<file path="src/rtl/swc_pkg.sv">
package swc_pkg;
	// sleep feature configuration
	typedef enum logic [1:0]
	{
		SWC_SLEEP_OFF    = 2'h0,
		SWC_WITH_FILTER  = 2'h1,
		SWC_RAW_INPUT    = 2'h2
	} swc_mode_e;

	// per-pin sleep behaviour codes
	localparam logic [2:0] SWC_HIZ_NO_PULL       = 3'h0;
	localparam logic [2:0] SWC_HIZ_WITH_PULLUP   = 3'h1;
	localparam logic [2:0] SWC_HIZ_WITH_PULLDOWN = 3'h2;
	localparam logic [2:0] SWC_HIZ_WITH_KEEPER   = 3'h3;
	localparam logic [2:0] SWC_HOLD_LAST         = 3'h4;

	localparam int          SWC_NUM_WAKE   = 8;
	localparam int          SWC_NUM_IO     = 8;
	localparam int          SWC_CNT_W      = 11;
	localparam logic [7:0]  SWC_MASK_RST   = 8'hFF;
	// release counts, in wake-clock cycles, range 1..1024
	localparam logic [10:0] SWC_OUT_REL_DEF = 11'h004;
	localparam logic [10:0] SWC_WR_REL_DEF  = 11'h005;
	// write lock delay, ns, and its cycle count at 25 MHz (40 ns)
	localparam int          SWC_CLK_NS         = 40;
	localparam int          SWC_WRITE_LOCK_NS  = 120;
	localparam logic [3:0]  SWC_WRITE_LOCK_CYC = 4'((SWC_WRITE_LOCK_NS + SWC_CLK_NS - 1) / SWC_CLK_NS);
	// glitch filter needs this many equal samples
	localparam logic [3:0]  SWC_FILT_LEN = 4'h4;

	typedef enum logic [2:0]
	{
		SWC_RUN      = 3'h0,
		SWC_WAIT_ACK = 3'h1,
		SWC_LOCKING  = 3'h2,
		SWC_ASLEEP   = 3'h3,
		SWC_WAKE_IN  = 3'h4,
		SWC_RELEASE  = 3'h5
	} swc_state_e;
endpackage : swc_pkg

</file>
<file path="src/rtl/swc_sync.sv">
`timescale 1ns/10ps
// two-flop synchroniser for a bundle of pin levels
module swc_sync #(parameter int W = 1)
(
	input  wire logic         REF_CLK,
	input  wire logic         SRST,
	input  wire logic [W-1:0] async_in,
	output logic      [W-1:0] sync_out
);
	logic [W-1:0] meta_ff;

	// first stage feeds only the second
	always_ff @(posedge REF_CLK)
	begin
		if (SRST)
		begin
			meta_ff  <= '0;
			sync_out <= '0;
		end
		else
		begin
			meta_ff  <= async_in;
			sync_out <= meta_ff;
		end
	end
endmodule : swc_sync

</file>
<file path="src/rtl/swc_filter.sv">
`timescale 1ns/10ps
// glitch filter: output follows input only after a stable run
module swc_filter
	import swc_pkg::*;
(
	input  wire logic REF_CLK,
	input  wire logic SRST,
	input  wire logic din,
	output logic      dout
);
	logic [3:0] run_ff;
	wire        differs = (din != dout);

	// restart the run whenever input matches output again
	always_ff @(posedge REF_CLK)
	begin
		if (SRST)
		begin
			run_ff <= 4'h0;
			dout   <= 1'b0;
		end
		else if (!differs)
			run_ff <= 4'h0;
		else if (run_ff == SWC_FILT_LEN - 4'h1)
		begin
			run_ff <= 4'h0;
			dout   <= din;
		end
		else
			run_ff <= run_ff + 4'h1;
	end
endmodule : swc_filter

</file>
<file path="src/rtl/swc_ctrl.sv">
`timescale 1ns/10ps
// Contract
// - sleep request pin ignored unless sleep feature enabled
// - mode is off, with_glitch_filter, or raw input
// - awake pin is user I/O when off, status when enabled
// - without multi-pin wake, sleep request level alone governs sleep
// - multi-pin wake on masked rising edges of eight pins
// - per-pin sleep setting, default high impedance no pull
// - hold-last pins drive latched value captured at entry
// - high impedance with pull-up, pull-down or keeper options
// - differential drivers go high impedance; hold-last unsupported
// - differential receivers and termination off while asleep
// - after write lock delay, storage write-protected and retained
// - write lock lifted at write release count on wake
// - optional global set/reset on wake, default off
// - write enable removal is first action after request
// - storage may still update during write lock delay
// - with handshake, entry waits for sleep acknowledge
// - inputs re-enabled before write enable restored
// - sleep request output raised after sleep request pin asserted; here raised only with handshake enabled, while in WAIT_ACK
// - awake status low while asleep
// - outputs released output release count after awake high
// - storage released write release count after awake high
module swc_ctrl
	import swc_pkg::*;
(
	input  wire logic                      REF_CLK,
	input  wire logic                      SRST,
	input  wire swc_pkg::swc_mode_e        SLEEP_MODE,
	input  wire logic                      MULTI_WAKE_EN,
	input  wire logic [7:0]                WAKE_MASK,
	input  wire logic                      HANDSHAKE_EN,
	input  wire logic                      WAKE_GLOBAL_INIT_EN,
	input  wire logic [10:0]               OUTPUT_RELEASE_COUNT,
	input  wire logic [10:0]               WRITE_RELEASE_COUNT,
	input  wire logic                      SLEEP_PIN,
	input  wire logic [7:0]                WAKE_SOURCE_PIN,
	input  wire logic                      SLEEP_ACK,
	output logic                           SLEEP_REQ,
	input  wire logic [23:0]               IO_SLEEP_CFG,
	input  wire logic [7:0]                IO_DIFF,
	input  wire logic [7:0]                IO_OUT,
	input  wire logic [7:0]                IO_OE,
	output logic      [7:0]                PAD_OUT,
	output logic      [7:0]                PAD_OE,
	output logic      [7:0]                PAD_PULLUP,
	output logic      [7:0]                PAD_PULLDOWN,
	output logic      [7:0]                PAD_KEEPER,
	output logic                           DIFF_RX_EN,
	output logic                           DIFF_TERM_EN,
	input  wire logic                      AWAKE_USER_OUT,
	input  wire logic                      AWAKE_USER_OE,
	output logic                           AWAKE_OUT,
	output logic                           AWAKE_OE,
	output logic                           WRITE_EN,
	output logic                           INPUT_EN,
	output logic                           GLOBAL_INIT,
	output logic                           OUTPUTS_SLEEPING
);
	// sequencer state and its next value
	// entry runs RUN, optional WAIT_ACK, LOCKING, ASLEEP
	// exit runs WAKE_IN, then RELEASE until both counts expire
	swc_state_e  state_ff;
	swc_state_e  nxt_state;
	logic        sleep_sync;
	logic        sleep_filt;
	logic [7:0]  wake_sync;
	logic [7:0]  wake_prev_ff;
	logic [10:0] cnt_ff;
	logic [7:0]  held_ff;
	logic        wr_en_ff;
	logic        in_en_ff;
	logic        awake_ff;
	logic        out_sleep_ff;
	logic        init_ff;

	// the global controls are all flops, so each changes on a clean edge
	// and no combinational glitch can unlock storage for part of a cycle
	// the pad outputs stay combinational: they must follow IO_OUT with no
	// added latency while the device is awake

	// pins are asynchronous; two flops before any use
	// pin synchronisers
	swc_sync #(.W(1)) u_sleep_sync
	(
		.REF_CLK  (REF_CLK),
		.SRST     (SRST),
		.async_in (SLEEP_PIN),
		.sync_out (sleep_sync)
	);

	swc_sync #(.W(8)) u_wake_sync
	(
		.REF_CLK  (REF_CLK),
		.SRST     (SRST),
		.async_in (WAKE_SOURCE_PIN),
		.sync_out (wake_sync)
	);

	// the filter always runs, even with the feature off, so switching
	// modes never starts from a stale with_glitch_filter level
	// limitation: a pulse shorter than the filter length is lost in mode 1
	swc_filter u_filter
	(
		.REF_CLK (REF_CLK),
		.SRST    (SRST),
		.din     (sleep_sync),
		.dout    (sleep_filt)
	);

	// request selection per mode
	// off ignores pin
	wire sleep_on  = (SLEEP_MODE == SWC_WITH_FILTER) || (SLEEP_MODE == SWC_RAW_INPUT);
	wire sleep_lvl = (SLEEP_MODE == SWC_WITH_FILTER) ? sleep_filt : sleep_sync;
	wire sleep_rq  = sleep_on && sleep_lvl;

	// edge history resets low, matching the idle level of the wake pins,
	// so no false edge appears right after reset
	// masked rising edges
	wire [7:0] wake_rise = wake_sync & ~wake_prev_ff & WAKE_MASK;
	wire wake_go = MULTI_WAKE_EN ? (!sleep_rq && (|wake_rise)) : !sleep_rq;

	// zero would release on the first count, the same as one; treat it as one
	// counts run in the single clock; a slower wake clock would need an
	// enable pulse here instead
	wire [10:0] out_rel = (OUTPUT_RELEASE_COUNT == 11'h000) ? 11'h001 : OUTPUT_RELEASE_COUNT;
	wire [10:0] wr_rel  = (WRITE_RELEASE_COUNT == 11'h000) ? 11'h001 : WRITE_RELEASE_COUNT;
	wire [10:0] cnt_inc = cnt_ff + 11'h001;
	wire        lock_done = (cnt_ff[3:0] == SWC_WRITE_LOCK_CYC - 4'h1);
	wire        rel_done  = (cnt_inc >= wr_rel) && (cnt_inc >= out_rel);

	// sleep sequencer
	// a request that drops while waiting for acknowledge aborts entry;
	// once locking has begun the sequence always completes
	always_comb
	begin
		nxt_state = state_ff;
		case (state_ff)
			SWC_RUN:
				// wait for acknowledge when handshake used
				if (sleep_rq)
					nxt_state = HANDSHAKE_EN ? SWC_WAIT_ACK : SWC_LOCKING;
			SWC_WAIT_ACK:
				if (!sleep_rq)
					nxt_state = SWC_RUN;
				else if (SLEEP_ACK)
					nxt_state = SWC_LOCKING;
			SWC_LOCKING:
				// storage still writable until delay ends
				if (lock_done)
					nxt_state = SWC_ASLEEP;
			SWC_ASLEEP:
				if (wake_go)
					nxt_state = SWC_WAKE_IN;
			SWC_WAKE_IN:
				nxt_state = SWC_RELEASE;
			SWC_RELEASE:
				if (rel_done)
					nxt_state = SWC_RUN;
			default:
				nxt_state = SWC_RUN;
		endcase
	end

	// state and sleep-entry/wake counter
	// the counter restarts on every state change, so each phase measures
	// its own delay from zero; it may wrap harmlessly while asleep
	always_ff @(posedge REF_CLK)
	begin
		if (SRST)
		begin
			state_ff <= SWC_RUN;
			cnt_ff   <= 11'h000;
		end
		else
		begin
			state_ff <= nxt_state;
			cnt_ff   <= (nxt_state != state_ff) ? 11'h000 : cnt_inc;
		end
	end

	// previous synchronised wake levels for edge detection
	always_ff @(posedge REF_CLK)
	begin
		if (SRST)
			wake_prev_ff <= 8'h00;
		else
			wake_prev_ff <= wake_sync;
	end

	// global controls; order on entry: write lock, then awake low, outputs and inputs on one edge
	// exit: inputs, awake high, then outputs and writes, each at its own release count
	// keeping writes locked until the write release count lets user control signals settle
	// before any storage element can change
	always_ff @(posedge REF_CLK)
	begin
		if (SRST)
		begin
			wr_en_ff     <= 1'b1;
			in_en_ff     <= 1'b1;
			awake_ff     <= 1'b1;
			out_sleep_ff <= 1'b0;
			init_ff      <= 1'b0;
		end
		else
		begin
			init_ff <= 1'b0;
			case (state_ff)
				SWC_LOCKING:
					if (lock_done)
						wr_en_ff <= 1'b0;
				SWC_ASLEEP:
				begin
					awake_ff     <= 1'b0;
					out_sleep_ff <= 1'b1;
					in_en_ff     <= wake_go;
				end
				SWC_WAKE_IN:
				begin
					in_en_ff <= 1'b1;
					awake_ff <= 1'b1;
					init_ff  <= WAKE_GLOBAL_INIT_EN;
				end
				SWC_RELEASE:
				begin
					if (cnt_inc >= out_rel)
						out_sleep_ff <= 1'b0;
					if (cnt_inc >= wr_rel)
						wr_en_ff <= 1'b1;
				end
				default:
				begin
					wr_en_ff     <= wr_en_ff;
				end
			endcase
		end
	end

	// capture output latch value at sleep entry
	// captured on the same edge that locks writes, so the held level is
	// exactly the last value the output latch could store
	always_ff @(posedge REF_CLK)
	begin
		if (SRST)
			held_ff <= 8'h00;
		else if (wr_en_ff && (state_ff == SWC_LOCKING) && lock_done)
			held_ff <= IO_OUT;
	end

	// per-pin sleep behaviour; differential pins refuse hold-last
	// unknown codes fall back to plain high impedance with no pull
	// pseudo-differential pairs are two plain pins here; their codes are
	// the user's duty to keep consistent
	genvar gi;
	generate
		for (gi = 0; gi < SWC_NUM_IO; gi++)
		begin : g_pin
			wire [2:0] cfg  = IO_SLEEP_CFG[gi*3 +: 3];
			wire       hold = (cfg == SWC_HOLD_LAST) && !IO_DIFF[gi];
			assign PAD_OUT[gi]      = out_sleep_ff ? (hold & held_ff[gi]) : IO_OUT[gi];
			assign PAD_OE[gi]       = out_sleep_ff ? hold : IO_OE[gi];
			assign PAD_PULLUP[gi]   = out_sleep_ff && (cfg == SWC_HIZ_WITH_PULLUP);
			assign PAD_PULLDOWN[gi] = out_sleep_ff && (cfg == SWC_HIZ_WITH_PULLDOWN);
			assign PAD_KEEPER[gi]   = out_sleep_ff && (cfg == SWC_HIZ_WITH_KEEPER);
		end
	endgenerate

	// receivers and termination share the input enable, saving static
	// power for exactly the span in which inputs are blocked
	// differential receivers off asleep
	assign DIFF_RX_EN   = in_en_ff;
	assign DIFF_TERM_EN = in_en_ff;

	// awake pin use by mode
	// with the feature on the pin is always driven, never left open
	assign AWAKE_OUT = sleep_on ? awake_ff : AWAKE_USER_OUT;
	assign AWAKE_OE  = sleep_on ? 1'b1 : AWAKE_USER_OE;

	// status outputs straight from their flops; SLEEP_REQ is decoded from the state
	// request toward user logic
	assign SLEEP_REQ        = (state_ff == SWC_WAIT_ACK);
	assign WRITE_EN         = wr_en_ff;
	assign INPUT_EN         = in_en_ff;
	assign GLOBAL_INIT      = init_ff;
	assign OUTPUTS_SLEEPING = out_sleep_ff;
endmodule : swc_ctrl

</file>
<file path="config.mk">
export PLATFORM = sky130hd
export DESIGN_NAME = swc_ctrl
export DESIGN_NICKNAME = d
export VERILOG_FILES = /design/src/rtl/swc_pkg.sv /design/src/rtl/swc_sync.sv /design/src/rtl/swc_filter.sv /design/src/rtl/swc_ctrl.sv
export SDC_FILE = /design/constraint.sdc
export NUM_CORES = 1
export LEC_CHECK = 0
export BUFFER_PORTS_ARGS = -buffer_cell sky130_fd_sc_hd__buf_2
export CAP_MARGIN = 20
export CORE_UTILIZATION = 40
export DETAILED_ROUTE_END_ITERATION = 10
export PLACE_DENSITY = 0.71
export SLEW_MARGIN = 20
export SYNTH_ARGS = -nofsm -noshare
export SYNTH_HDL_FRONTEND = slang
export SYNTH_HIERARCHICAL = 1
export SYNTH_SLANG_ARGS = --single-unit
export TNS_END_PERCENT = 10
</file>
<file path="constraint.sdc">
create_clock -name REF_CLK -period 2.4 [get_ports REF_CLK]
set_input_delay 0.12 -clock REF_CLK [delete_from_list [all_inputs] [get_ports REF_CLK]]
set_output_delay 0.12 -clock REF_CLK [all_outputs]
set_load 0.1 [all_outputs]
</file>
# [Yosys cells after proc, flatten, opt, wreduce, memory -nomap -nowiden]
# Index checks and enable logic that the tools add are counted.
[totals] regBits=58 inputBits=97 output_inout_bits=49 elab_cells=175
[classes] add_sub_neg=2 n_lt_le_gt_ge=2 eq_ne=46 mux=37 bitwise_logic=13 reduce_logical=60
[ops] op="equality test 3 x 2 -> 1 bit (second input constant)" n=18
[ops] op="logical AND 1 bit" n=37
[ops] op="equality test 3 bit (second input constant)" n=10
[ops] op="equality test 3 x 1 -> 1 bit (second input constant)" n=9
[ops] op="two-way mux 1 bit" n=23
[ops] op=">= comparator 11 bit" n=2
[ops] op="logical NOT 11 bit" n=2
[ops] op="two-way mux 11 bit" n=2
[ops] op="two-way mux 3 bit" n=6
[ops] op="one-hot mux 3 bit (6 select lines)" n=1
[ops] op="AND 8 bit" n=2
[ops] op="adder 11 x 1 -> 11 bit (second input constant)" n=1
[ops] op="logical NOT 1 bit" n=9
[ops] op="AND 1 bit" n=8
[ops] op="equality test 4 x 2 -> 1 bit (second input constant)" n=2
[ops] op="NOT 8 bit" n=1
[ops] op="one-hot mux 1 bit (2 select lines)" n=4
[ops] op="OR reduction 8 bit" n=1
[ops] op="!= test 2 bit (second input constant)" n=3
[ops] op="nonzero test 2 bit" n=3
[ops] op="adder 4 x 1 -> 4 bit (second input constant)" n=1
[ops] op="AND reduction 2 bit" n=2
[ops] op="OR reduction 2 bit" n=2
[ops] op="logical NOT 3 bit" n=1
[ops] op="9 further kinds" n=10

# [Logic depth before layout (Yosys ltp)]
# Gate-level depths: netlist (run 1).
[depth] word_depth=10 depth_mapped=13

# [Cells and area by module]
# The synthesis (run 1) kept the hierarchy.
[by_module_without_submodules] mod="swc_ctrl" n_inst=1 cells_each=330 area_each_um2=2742.6 seq_area_each_um2=700.7
[by_module_without_submodules] mod="swc_sync at u_wake_sync" n_inst=1 cells_each=33 area_each_um2=464.2 seq_area_each_um2=320.3
[by_module_without_submodules] mod="swc_filter" n_inst=1 cells_each=19 area_each_um2=195.2 seq_area_each_um2=100.1
[by_module_without_submodules] mod="swc_sync at u_sleep_sync" n_inst=1 cells_each=4 area_each_um2=52.6 seq_area_each_um2=40.0

# [Worst setup path before layout (run 1)]
# OpenSTA, ideal clock, no wires.
[synth_path] kind="register to output" from="reg out_sleep_ff, in the netlist OUTPUTS_SLEEPING" to="out PAD_PULLDOWN[0]" arrival_ns=4.637 path_slack_ns=-2.357 path_stages_with_launch=4 n_path_buf=1 cell_sequence="dfxtp_1 -> inv_1 -> clkbuf_1 -> nor4b_1"
[synth_via] elab_chain_len=1
[synth_lines] element="start, declared" line="swc_ctrl.sv:74" text="logic out_sleep_ff;"
[synth_lines] element="start signal, assigned" line="swc_ctrl.sv:202" text="out_sleep_ff <= 1'b0;"
[synth_lines] element="start signal, assigned" line="swc_ctrl.sv:215" text="out_sleep_ff <= 1'b1;"
[synth_lines] element="start signal, assigned" line="swc_ctrl.sv:227" text="out_sleep_ff <= 1'b0;"
[synth_lines] element="logical AND 1 bit" line="swc_ctrl.sv:263" text="assign PAD_PULLDOWN[gi] = out_sleep_ff && (cfg == SWC_HIZ_WITH_PULLDOWN);"
[synth_lines] element="end, declared" line="swc_ctrl.sv:47" text="output logic [7:0] PAD_PULLDOWN,"
# Every way passes these cells.

# [Worst setup path in the final report (run 1)]
[layout_path] from="reg cnt_ff[4]" to="reg cnt_ff[1]"
[layout_via] elab_chain_len=7 word_cells_on_any_way=8
[layout_lines] element="start, declared" line="swc_ctrl.sv:69" text="logic [10:0] cnt_ff;"
[layout_lines] element="start signal, assigned" line="swc_ctrl.sv:178" text="cnt_ff <= (nxt_state != state_ff) ? 11'h000 : cnt_inc;"
[layout_lines] element="adder 11 x 1 -> 11 bit *" line="swc_ctrl.sv:128" text="wire [10:0] cnt_inc = cnt_ff + 11'h001;"
[layout_lines] element="net cnt_inc[10]" line="swc_ctrl.sv:128"
[layout_lines] element=">= comparator 11 bit" line="swc_ctrl.sv:130" text="wire rel_done = (cnt_inc >= wr_rel) && (cnt_inc >= out_rel);"
[layout_lines] element="logical AND 1 bit *" line="swc_ctrl.sv:130"
[layout_lines] element="two-way mux 3 bit *" line="swc_ctrl.sv:158" text="if (rel_done)"
[layout_lines] element="one-hot mux 3 bit (6 select lines) *" line="swc_ctrl.sv:138" text="case (state_ff)"
[layout_lines] element="!= test 3 bit *" line="swc_ctrl.sv:178"
[layout_lines] element="OR reduction 2 bit (no source line) *"
# The timed path passes the listed nets; every way through them passes the cells marked *.
# A chain may end at the register's enable or synchronous reset.

==> impl_metrics.json, run 1 <==
{
  "drc": 0,
  "ys_types": 54,
  "ant_nets": 0,
  "synthFlopType": "dfxtp_1",
  "grt_pass1_vias": 3252,
  "multi_input_area_mm2": 0.00238,
  "layout.cells.most_common_list": "142 x buf_2, 52 x dfxtp_1, 40 x inv_1, 29 x nor2_1, 25 x buf_4",
  "synthTopCellsByArea": "dfxtp_1 34%, ha_1 9.4%, nor4b_1 5.1%",
  "grt_start_max_net_pins": 32,
  "placed_cell_area_mm2": 0.00457,
  "rsz0062_at_grt": "true",
  "diodes": 0,
  "leakage_nw": 2.46,
  "hold_start": "WAKE_SOURCE_PIN[7]",
  "insertion_delay_ps": 330,
  "htree_num_levels": 3,
  "nets": 687,
  "slew_viol_final": 0,
  "grt_pass1_wl_mm": 13.8,
  "power.internal_mw": 1.57,
  "wl_mm": 8.92,
  "cp_slowest_stage_delay_ps": 360,
  "die-area_mm2": 0.00901,
  "critPathTopFamily": "compound AO/OA/AOI/OAI gates",
  "antenna_found_initial": 0,
  "clk_pin_slew_worst_paths_ps": 60,
  "synth_top_cell_by_area": "dfxtp_1",
  "clock-sinks": 58,
  "end_kind": "register",
  "grt_overflow": 0,
  "worst_path_most_repeated_cell": "nor3_2",
  "pwr-share-clk_pct": 33.9,
  "via_count": 3379,
  "seq_power_share_pct": 44.4,
  "cts_root_buf": "clkbuf_8",
  "critical_path_arrival_ps": 2740,
  "rr_endpoint": "cnt_ff[1]",
  "synth.top_cell.area_share_pct": 33.6,
  "synthCells": 386,
  "numCtsBuffers": 9,
  "cp_num_buf_inv": 1,
  "tightest_slew_ps": 529,
  "io_buffers": 145,
  "drtIter0Drc": 93,
  "min_path_type": "in -> reg",
  "avgSynthCellArea_um2": 8.95,
  "hold_end": "u_wake_sync/meta_ff[7]",
  "synth_edf_count": 0,
  "synth_seq_cells": 58,
  "startpoint_type": "register",
  "final.setup.tns_ps": -771,
  "r2r-start": "cnt_ff[4]",
  "syn_nets": 509,
  "ys_seq_area_share_pct": 33.6,
  "period_share_pct": 104,
  "worstSetupPathType": "reg -> reg",
  "fin_ws_ps": -93.7,
  "switching_power_mw": 0.683,
  "path_cells": "nand3_4 -> nor2_4 -> nand2_2 -> nor3_2 -> xor2_1 -> ha_1 -> a21oi_1 -> o21ai_1 -> a31oi_2 -> a32o_2 -> a21oi_4 -> buf_6 -> nor3_2",
  "path_max_fanout": 6,
  "drv_cap": 0,
  "cpMaxStageDelayCell": "dfxtp_2",
  "skew_ps": 6.63,
  "dr.pass1.iters": 4,
  "initial_utilization_pct": 41.6,
  "status": "complete, but fails checks",
  "timing.final.hold_violations": 0,
  "cp.required_ps": 2640,
  "yosysWarningCount": 6,
  "num_io_pins": 146,
  "final_common_cell": "buf_2",
  "violations": "negative setup slack",
  "min_path_cells": 2,
  "grt_use_total_pct": 19.8,
  "viasPerCell": 5.01,
  "synth_area_mm2": 0.00345,
  "die_w_um": 94.9,
  "p_per_area_mw_per_mm2": 446,
  "max_slew_margin_pct": 64.2,
  "power_frac_comb_pct": 21.6,
  "wire_per_inst_um": 13.2,
  "rows": 33,
  "ff_latch_area_mm2": 0.00117,
  "fin_area_mm2": 0.00505,
  "reg2reg_slack_ps": -90,
  "async_flop_share_pct": 0,
  "setup_violations": 12,
  "tritoncts": "yes",
  "fillers": 704,
  "period_minus_slack_ps": 2490,
  "die_height_um": 94.9,
  "cts_buffer_depth": 2,
  "area_delta_synth_final_pct": 46.3,
  "core-area_mm2": 0.00830,
  "p_sw_share_pct": 30.3,
  "rr_worst_depth": 13,
  "fmax_ghz": 0.401,
  "vdd_drop_max_mv": 0.482,
  "final_layout_size_suffix_gt1_share_pct": 47.1,
  "hpwl_mm": 6.83,
  "place_congestion": 0.809
}
## synthesized netlist by cell type, types with 4 or more instances
cell type	n
a21oi_1	14
a31oi_1	5
and2b_2	7
and4b_1	5
clkbuf_1	6
dfxtp_1	58
ha_1	26
inv_1	40
mux2_2	9
mux2i_1	10
nand2_1	23
nand3_1	16
nand3b_1	4
nand4_1	6
nor2_1	31
nor2b_1	15
nor2b_2	8
nor3b_2	8
nor4_1	5
nor4b_1	20
o21ai_0	12
xnor2_1	9
## sequential cells by signal (all words and copies together), names as in the netlist
| name | cells |
|---|---|
| cnt_ff | 11 |
| held_ff | 8 |
| u_wake_sync/meta_ff | 8 |
| u_wake_sync/sync_out | 8 |
| wake_prev_ff | 8 |
| u_filter/run_ff | 4 |
| state_ff | 3 |
| DIFF_RX_EN | 1 |
| GLOBAL_INIT | 1 |
| OUTPUTS_SLEEPING | 1 |
| WRITE_EN | 1 |
| awake_ff | 1 |
| u_filter/dout | 1 |
| u_sleep_sync/meta_ff | 1 |
| u_sleep_sync/sync_out | 1 |
## cells by family after synthesis
kind of cell / share of synthesized area, %
compound gates: 9.71
flops: 33.6
xor+xnor: 3.04
fa+ha+maj: 9.42
simple gates: 31.6
buf+inv: 6.77
mux: 5.83
## repair_timing
action,CTS,global route
endpoints found under the setup margin,15,16
gates cloned,1,0
hold endpoints to repair,8,0
resized for setup,31,6
pin swaps,17,6
hold buffers,8,0
buffers inserted,6,0
## through the flow
step	hold slack [ps]	cells	power, mW	setup WS (ps)	util, %
6_report	23.6	674	2.26	-93.7	60.9
5_1_grt	1.10	674	2.37	-288	60.9
4_1_cts	1.83	674	2.28	-6.22	60.6
3_5_place_dp	334	643	1.48	-271	55.0
3_3_place_gp	328	643	1.46	-113	55.0
2_1_floorplan	192	386	1.30	-93.9	-
## metal layers
metal	global-route usage, %	up-vias	part of all wire, %
li1	-	1710	-
met1	21.5	1563	43
met2	36.6	96	51
met3	6.04	10	5.1
met4	6.06	0	1.0
met5	0	-	0
## worst max-delay path by stage
stage	cells past startpoint	end	start
2_1_floorplan	12	cnt_ff[0]	cnt_ff[2]
3_3_place_gp	12	cnt_ff[10]	cnt_ff[4]
3_5_place_dp	12	cnt_ff[10]	cnt_ff[3]
4_1_cts	10	cnt_ff[9]	cnt_ff[1]
5_1_grt	13	cnt_ff[1]	cnt_ff[4]
6_report	13	cnt_ff[1]	cnt_ff[4]
## worst reg2reg max path, stage by stage (launching register included)
cell	delay, ps
dfxtp_2	360
nand3_4	110
nor2_4	160
nand2_2	90
nor3_2	120
xor2_1	240
ha_1	300
a21oi_1	150
o21ai_1	110
a31oi_2	180
a32o_2	190
a21oi_4	70
buf_6	160
nor3_2	160
## power groups by stage
stage / logic [mW] / clock network (mW) / registers, mW
3_5_place_dp: 0.456 / 0 / 1.02
5_1_grt: 0.524 / 0.839 / 1.00
3_3_place_gp: 0.444 / 0 / 1.02
2_1_floorplan: 0.280 / 0 / 1.02
6_report: 0.488 / 0.765 / 1.00
4_1_cts: 0.486 / 0.795 / 1.00
## layout make-up
type / instances / area share, %
multi-input combinational: 275 / 47.1
sequential: 58 / 23.2
timing repair buffer: 180 / 20.7
inverter: 40 / 2.97
clock buffer: 11 / 2.80
tap: 105 / 2.60
clock inverter: 5 / 0.594
Power figures use the tool's default switching activity.
==> run 2, diff against run 1 <==
--- a/config.mk
+++ b/config.mk
@@ -8,6 +8,7 @@
 export BUFFER_PORTS_ARGS = -buffer_cell sky130_fd_sc_hd__buf_2
 export CAP_MARGIN = 20
 export CORE_UTILIZATION = 40
+export CTS_BUF_LIST = sky130_fd_sc_hd__clkbuf_16
 export DETAILED_ROUTE_END_ITERATION = 10
 export PLACE_DENSITY = 0.71
 export SLEW_MARGIN = 20
==> run 2 against run 1 <==
The run still ends with negative setup slack left. Cell count fell by 1.0%. Count of clock-buffer cells in the layout fell by 2. Flip-flop and latch count unchanged. Critical path type unchanged. Highest routed layer unchanged.
==> impl_metrics.json, run 2 (synthesis gave the netlist of run 1 again) <==
{
  "status": "complete, but fails checks",
  "violations": "negative setup slack",
  "num_io_pins": 146,
  "core-area_mm2": 0.00830,
  "min_path_type": "in -> reg",
  "startpoint_type": "register",
  "dr.pass1.iters": 4,
  "die_w_um": 94.9,
  "power_frac_comb_pct": 18.5,
  "nets": 680,
  "viasPerCell": 5.04,
  "via_count": 3364,
  "vdd_drop_max_mv": 0.477,
  "p_per_area_mw_per_mm2": 510,
  "timing.final.hold_violations": 0,
  "initial_utilization_pct": 41.6,
  "fmax_ghz": 0.405,
  "power.internal_mw": 1.85,
  "final_layout_size_suffix_gt1_share_pct": 47.2,
  "final_common_cell": "buf_2",
  "grt_overflow": 0,
  "cp.required_ps": 2630,
  "numCtsBuffers": 9,
  "slew_viol_final": 0,
  "cp_num_buf_inv": 1,
  "rsz0062_at_grt": "true",
  "largest_register_ffs": 11,
  "final_cells": 667,
  "clk_pin_slew_worst_paths_ps": 50,
  "ant_nets": 0,
  "antenna_found_initial": 0,
  "skew_ps": 6.18,
  "cp_slowest_stage_delay_ps": 350,
  "wire_per_inst_um": 13.3,
  "cts_buffer_depth": 2,
  "path_cells": "nand3_4 -> nor2_4 -> nand2_2 -> nor3_2 -> xor2_1 -> ha_1 -> a21oi_1 -> o21ai_1 -> a31oi_2 -> a32o_2 -> a21oi_4 -> buf_6 -> nor3_2",
  "path_max_fanout": 6,
  "setup_violations": 12,
  "die_height_um": 94.9,
  "placedCellCount": 643,
  "tritoncts": "yes",
  "cpMaxStageDelayCell": "dfxtp_2",
  "cts_root_buf": "clkbuf_16",
  "area_delta_synth_final_pct": 46.5,
  "max_slew_margin_pct": 64.2,
  "drc": 0,
  "fillers": 708,
  "critPathTopFamily": "compound AO/OA/AOI/OAI gates",
  "grt_pass1_vias": 3215,
  "period_minus_slack_ps": 2470,
  "place_congestion": 0.809,
  "seq_power_share_pct": 39.0,
  "period_share_pct": 103,
  "switching_power_mw": 0.727,
  "p_sw_share_pct": 28.2,
  "grt_start_max_net_pins": 32,
  "wl_mm": 8.85,
  "end_kind": "register",
  "leakage_nw": 2.47,
  "insertion_delay_ps": 320,
  "pwr-share-clk_pct": 42.5,
  "grt_pass1_wl_mm": 13.8,
  "largest-register": "cnt_ff",
  "diodes": 0,
  "rows": 33,
  "clock-sinks": 58,
  "htree_num_levels": 3,
  "drv_cap": 0,
  "drtIter0Drc": 81,
  "layout.cells.most_common_list": "143 x buf_2, 52 x dfxtp_1, 41 x inv_1, 29 x nor2_1, 25 x buf_4",
  "io_buffers": 145,
  "die-area_mm2": 0.00901,
  "worstSetupPathType": "reg -> reg",
  "worst_path_most_repeated_cell": "nor3_2",
  "hpwl_mm": 6.83,
  "critical_path_arrival_ps": 2710,
  "grt_use_total_pct": 19.8,
  "tightest_slew_ps": 529,
  "fin_ws_ps": -71.3,
  "fin_util_pct": 61.0
}
-- run 2: worst register-to-register path: stages, from the launching register on --
cell and delay [ps]:
dfxtp_2 350, nand3_4 100, nor2_4 150, nand2_2 90
nor3_2 120, xor2_1 250, ha_1 300, a21oi_1 160
o21ai_1 100, a31oi_2 180, a32o_2 190, a21oi_4 70
buf_6 160, nor3_2 160
-- run 2: worst paths after layout --
path                                        startpoint                       to  slack, ps  depth (start not counted)
worst max-delay path                         cnt_ff[4]                cnt_ff[1]        -70                         13
worst min-delay path                WAKE_SOURCE_PIN[6]   u_wake_sync/meta_ff[6]          6                          2
worst max register to register               cnt_ff[4]                cnt_ff[1]        -70                         13
worst min register to register  u_wake_sync/meta_ff[3]  u_wake_sync/sync_out[3]        430                          1
-- run 2: routing by layer --
metal	vias up	global-route usage [%]	wire (um)
met1	1548	21.8	3730
met5	-	0	0
met3	10	5.72	493
met2	102	36.0	4500
met4	0	6.69	120
li1	1704	-	-
-- run 2: final cells by class --
type | instances | area, um2 | share of cell area (%)
inverter | 40 | 150 | 2.97
clock inverter | 7 | 37.5 | 0.742
clock buffer | 9 | 225 | 4.45
multi-input combinational | 275 | 2360 | 46.7
timing repair buffer | 173 | 976 | 19.3
sequential | 58 | 1180 | 23.2
tap | 105 | 131 | 2.60
-- run 2: per-stage QoR --
step / worst slack, ps / hold WS [ps] / setup TNS, ps / instance area, um2 / total power [mW]
2_1_floorplan: -93.9 / 192 / -899 / 3620 / 1.30
3_3_place_gp: -113 / 328 / -1220 / 4570 / 1.46
3_5_place_dp: -271 / 334 / -2410 / 4570 / 1.48
4_1_cts: -0.0195 / 0.290 / -0.0195 / 5040 / 2.61
5_1_grt: -243 / 0.765 / -3010 / 5060 / 2.69
6_report: -71.3 / 5.98 / -492 / 5060 / 2.58
-- run 2: power by group through the flow --
stage	combinational, mW	clock [mW]	sequential, mW
2_1_floorplan	0.280	0	1.02
3_3_place_gp	0.444	0	1.02
3_5_place_dp	0.456	0	1.02
4_1_cts	0.476	1.13	1.00
5_1_grt	0.514	1.17	1.01
6_report	0.478	1.10	1.00
-- run 2: what timing repair did --
action | in CTS | in global routing
pin swaps | 17 | 7
gates cloned | 1 | 0
endpoints found under the setup margin | 15 | 15
resized for setup | 31 | 4
hold endpoints to repair | 1 | 0
setup buffers | 6 | 0
hold buffers | 1 | 0
==> run 3, diff against run 2 <==
--- a/config.mk
+++ b/config.mk
@@ -7,6 +7,7 @@
 export LEC_CHECK = 0
 export BUFFER_PORTS_ARGS = -buffer_cell sky130_fd_sc_hd__buf_2
 export CAP_MARGIN = 20
+export CORE_MARGIN = 5
 export CORE_UTILIZATION = 40
 export CTS_BUF_LIST = sky130_fd_sc_hd__clkbuf_16
 export DETAILED_ROUTE_END_ITERATION = 10
==> run 3 against run 2 <==
The flow still finishes with violations (negative setup slack). Clock skew is essentially flat. Sequential power about the same. Clock power decreased by 4%. Via count about the same. Maximum frequency is 3.8% lower. Core utilization decreased by 2.4 points. First-iteration DRC count is 120% higher. Total power fell by 1.7%. Global-route usage fell by 2.9 points. Register-to-register slack got worse by 97 ps. Critical path depth is the same. Cell count rose by 0.30%. Largest cell class unchanged.
==> impl_metrics.json, run 3 (synthesis gave the netlist of run 1 again) <==
{
  "final_cells": 669,
  "nets": 679,
  "wl_met3_um": 735,
  "grt_pass1_vias": 3124,
  "power_mw": 2.54,
  "rsz0062_at_grt": "true",
  "dr.pass1.iters": 4,
  "worstSetupPathType": "reg -> reg",
  "p_per_area_mw_per_mm2": 506,
  "status": "complete, but fails checks",
  "viasPerCell": 5.02,
  "period_minus_slack_ps": 2570,
  "fin_ws_ps": -169,
  "initial_utilization_pct": 40.4,
  "diodes": 0,
  "drc": 0,
  "final_common_cell": "buf_2",
  "min_path_cells": 2,
  "period_share_pct": 107,
  "grt_start_max_net_pins": 31,
  "rr_worst_depth": 13,
  "max_slew_margin_pct": 65.8,
  "wl_mm": 9.51,
  "tritoncts": "yes",
  "grt_use_total_pct": 16.8,
  "clk_pin_slew_worst_paths_ps": 50,
  "leakage_nw": 2.48,
  "critical_path_arrival_ps": 2770,
  "setup_violations": 14,
  "hold_end": "u_wake_sync/meta_ff[4]",
  "hold_start": "WAKE_SOURCE_PIN[4]",
  "r2r-start": "cnt_ff[2]",
  "cts_buffer_depth": 2,
  "wire_per_inst_um": 14.2,
  "wl_met1_mm": 3.62,
  "place_congestion": 0.834,
  "placedCellCount": 646,
  "final_layout_size_suffix_gt1_share_pct": 46.2,
  "ant_nets": 0,
  "area_delta_synth_final_pct": 44.9,
  "critPathTopFamily": "compound AO/OA/AOI/OAI gates",
  "rows": 34,
  "largest_register_ffs": 11,
  "violations": "negative setup slack",
  "core-area_mm2": 0.00855,
  "power_frac_comb_pct": 18.4,
  "num_io_pins": 146,
  "min_path_type": "in -> reg",
  "skew_ps": 6.26,
  "path_max_fanout": 6,
  "fin_area_mm2": 0.00501,
  "largest-register": "cnt_ff",
  "io_buffers": 145,
  "drtIter0Drc": 179,
  "cpMaxStageDelayCell": "dfxtp_2",
  "cp_slowest_stage_delay_ps": 350,
  "switching_power_mw": 0.699,
  "crit_start": "cnt_ff[2]",
  "drv_cap": 0,
  "clock-sinks": 58,
  "numCtsBuffers": 9,
  "timing.final.hold_violations": 0,
  "hpwl_mm": 7.34,
  "path_cells": "nand3_4 -> nor2_4 -> buf_4 -> nand4_1 -> xnor2_1 -> buf_4 -> ha_1 -> nand4_1 -> a211o_1 -> a32o_2 -> a21oi_4 -> buf_6 -> nor3b_4",
  "antenna_found_initial": 0,
  "reg2reg_slack_ps": -170,
  "routed.top_layer": "met4",
  "rr_endpoint": "cnt_ff[7]",
  "startpoint_type": "register",
  "seq_power_share_pct": 39.7,
  "slew_viol_final": 0,
  "grt_overflow": 0,
  "die_w_um": 103,
  "final.setup.tns_ps": -1870,
  "layout.cells.most_common_list": "145 x buf_2, 52 x dfxtp_1, 43 x inv_1, 29 x nor2_1, 25 x buf_4",
  "worst_hold_slack_ps": 12.0,
  "power.internal_mw": 1.84,
  "grt_pass1_wl_mm": 14.1,
  "hold_buffers": 0,
  "cp.required_ps": 2600,
  "cts_root_buf": "clkbuf_16",
  "end_kind": "register",
  "pwr-share-clk_pct": 42.0,
  "placed_cell_area_mm2": 0.00454,
  "via_count": 3361,
  "htree_num_levels": 3,
  "p_sw_share_pct": 27.6,
  "fmax_ghz": 0.389,
  "cp_num_buf_inv": 3,
  "tightest_slew_ps": 505,
  "die_height_um": 103,
  "vdd_drop_max_mv": 0.443,
  "wl_met2_mm": 4.95,
  "insertion_delay_ps": 320,
  "die-area_mm2": 0.0106
}
==> run 3: cell types whose count changed in the layout (fill, tap and decap cells not counted), sizes merged <==
cell	previous run	this run
dlygate4sd3	1	0
clkinvlp	2	0
inv	41	43
==> run 3: power groups by stage <==
stage	Combinational (mW)	Clock, mW	Sequential (mW)
6_report	0.466	1.06	1.01
5_1_grt	0.503	1.15	1.01
4_1_cts	0.462	1.09	1.00
3_5_place_dp	0.457	0	1.02
3_3_place_gp	0.444	0	1.02
2_1_floorplan	0.280	0	1.02
==> run 3: how the worst max path moves through the flow <==
stage | end | slack [ps] | cells past startpoint
finish | cnt_ff[7] | -170 | 13
global route | cnt_ff[9] | -290 | 14
detailed placement | cnt_ff[10] | -220 | 12
global placement | cnt_ff[10] | -110 | 12
CTS | cnt_ff[7] | -60 | 13
floorplan | cnt_ff[0] | -90 | 12
==> run 3: metal layers <==
| metal | up-vias | track usage, % |
|---|---|---|
| met5 | - | 0 |
| met4 | 0 | 5.88 |
| met3 | 15 | 3.45 |
| met2 | 111 | 30.5 |
| met1 | 1537 | 19.5 |
| li1 | 1698 | - |
==> run 3: area by class of cell <==
cell class | count | area (um2)
Fill cell | 746 | 3540
Multi-Input combinational cell | 275 | 2360
Sequential cell | 58 | 1170
Timing Repair Buffer | 172 | 936
Clock buffer | 9 | 225
Inverter | 40 | 150
Tap cell | 108 | 135
Clock inverter | 7 | 30.0
==> run 3: what timing repair did <==
| item | in CTS | in global routing |
|---|---|---|
| cloned | 1 | 0 |
| resized for setup | 19 | 11 |
| pin swaps | 10 | 18 |
| setup buffers | 3 | 3 |
| setup endpoints to repair | 15 | 15 |
==> run 3: metrics by stage <==
step	setup slack, ps	util, %
after floorplan	-93.9	-
after global placement	-109	53.1
after detailed placement	-216	53.1
after CTS	-62.8	57.4
after global routing	-290	58.5
final	-169	58.5
==> run 3: worst register-to-register path: cells and delay by family, from the launching register on <==
kind,cells,cell delay [ps]
compound gates,3,740
flops,1,350
buf+inv,3,440
fa+ha+maj,1,280
simple gates,5,480
xor+xnor,1,150
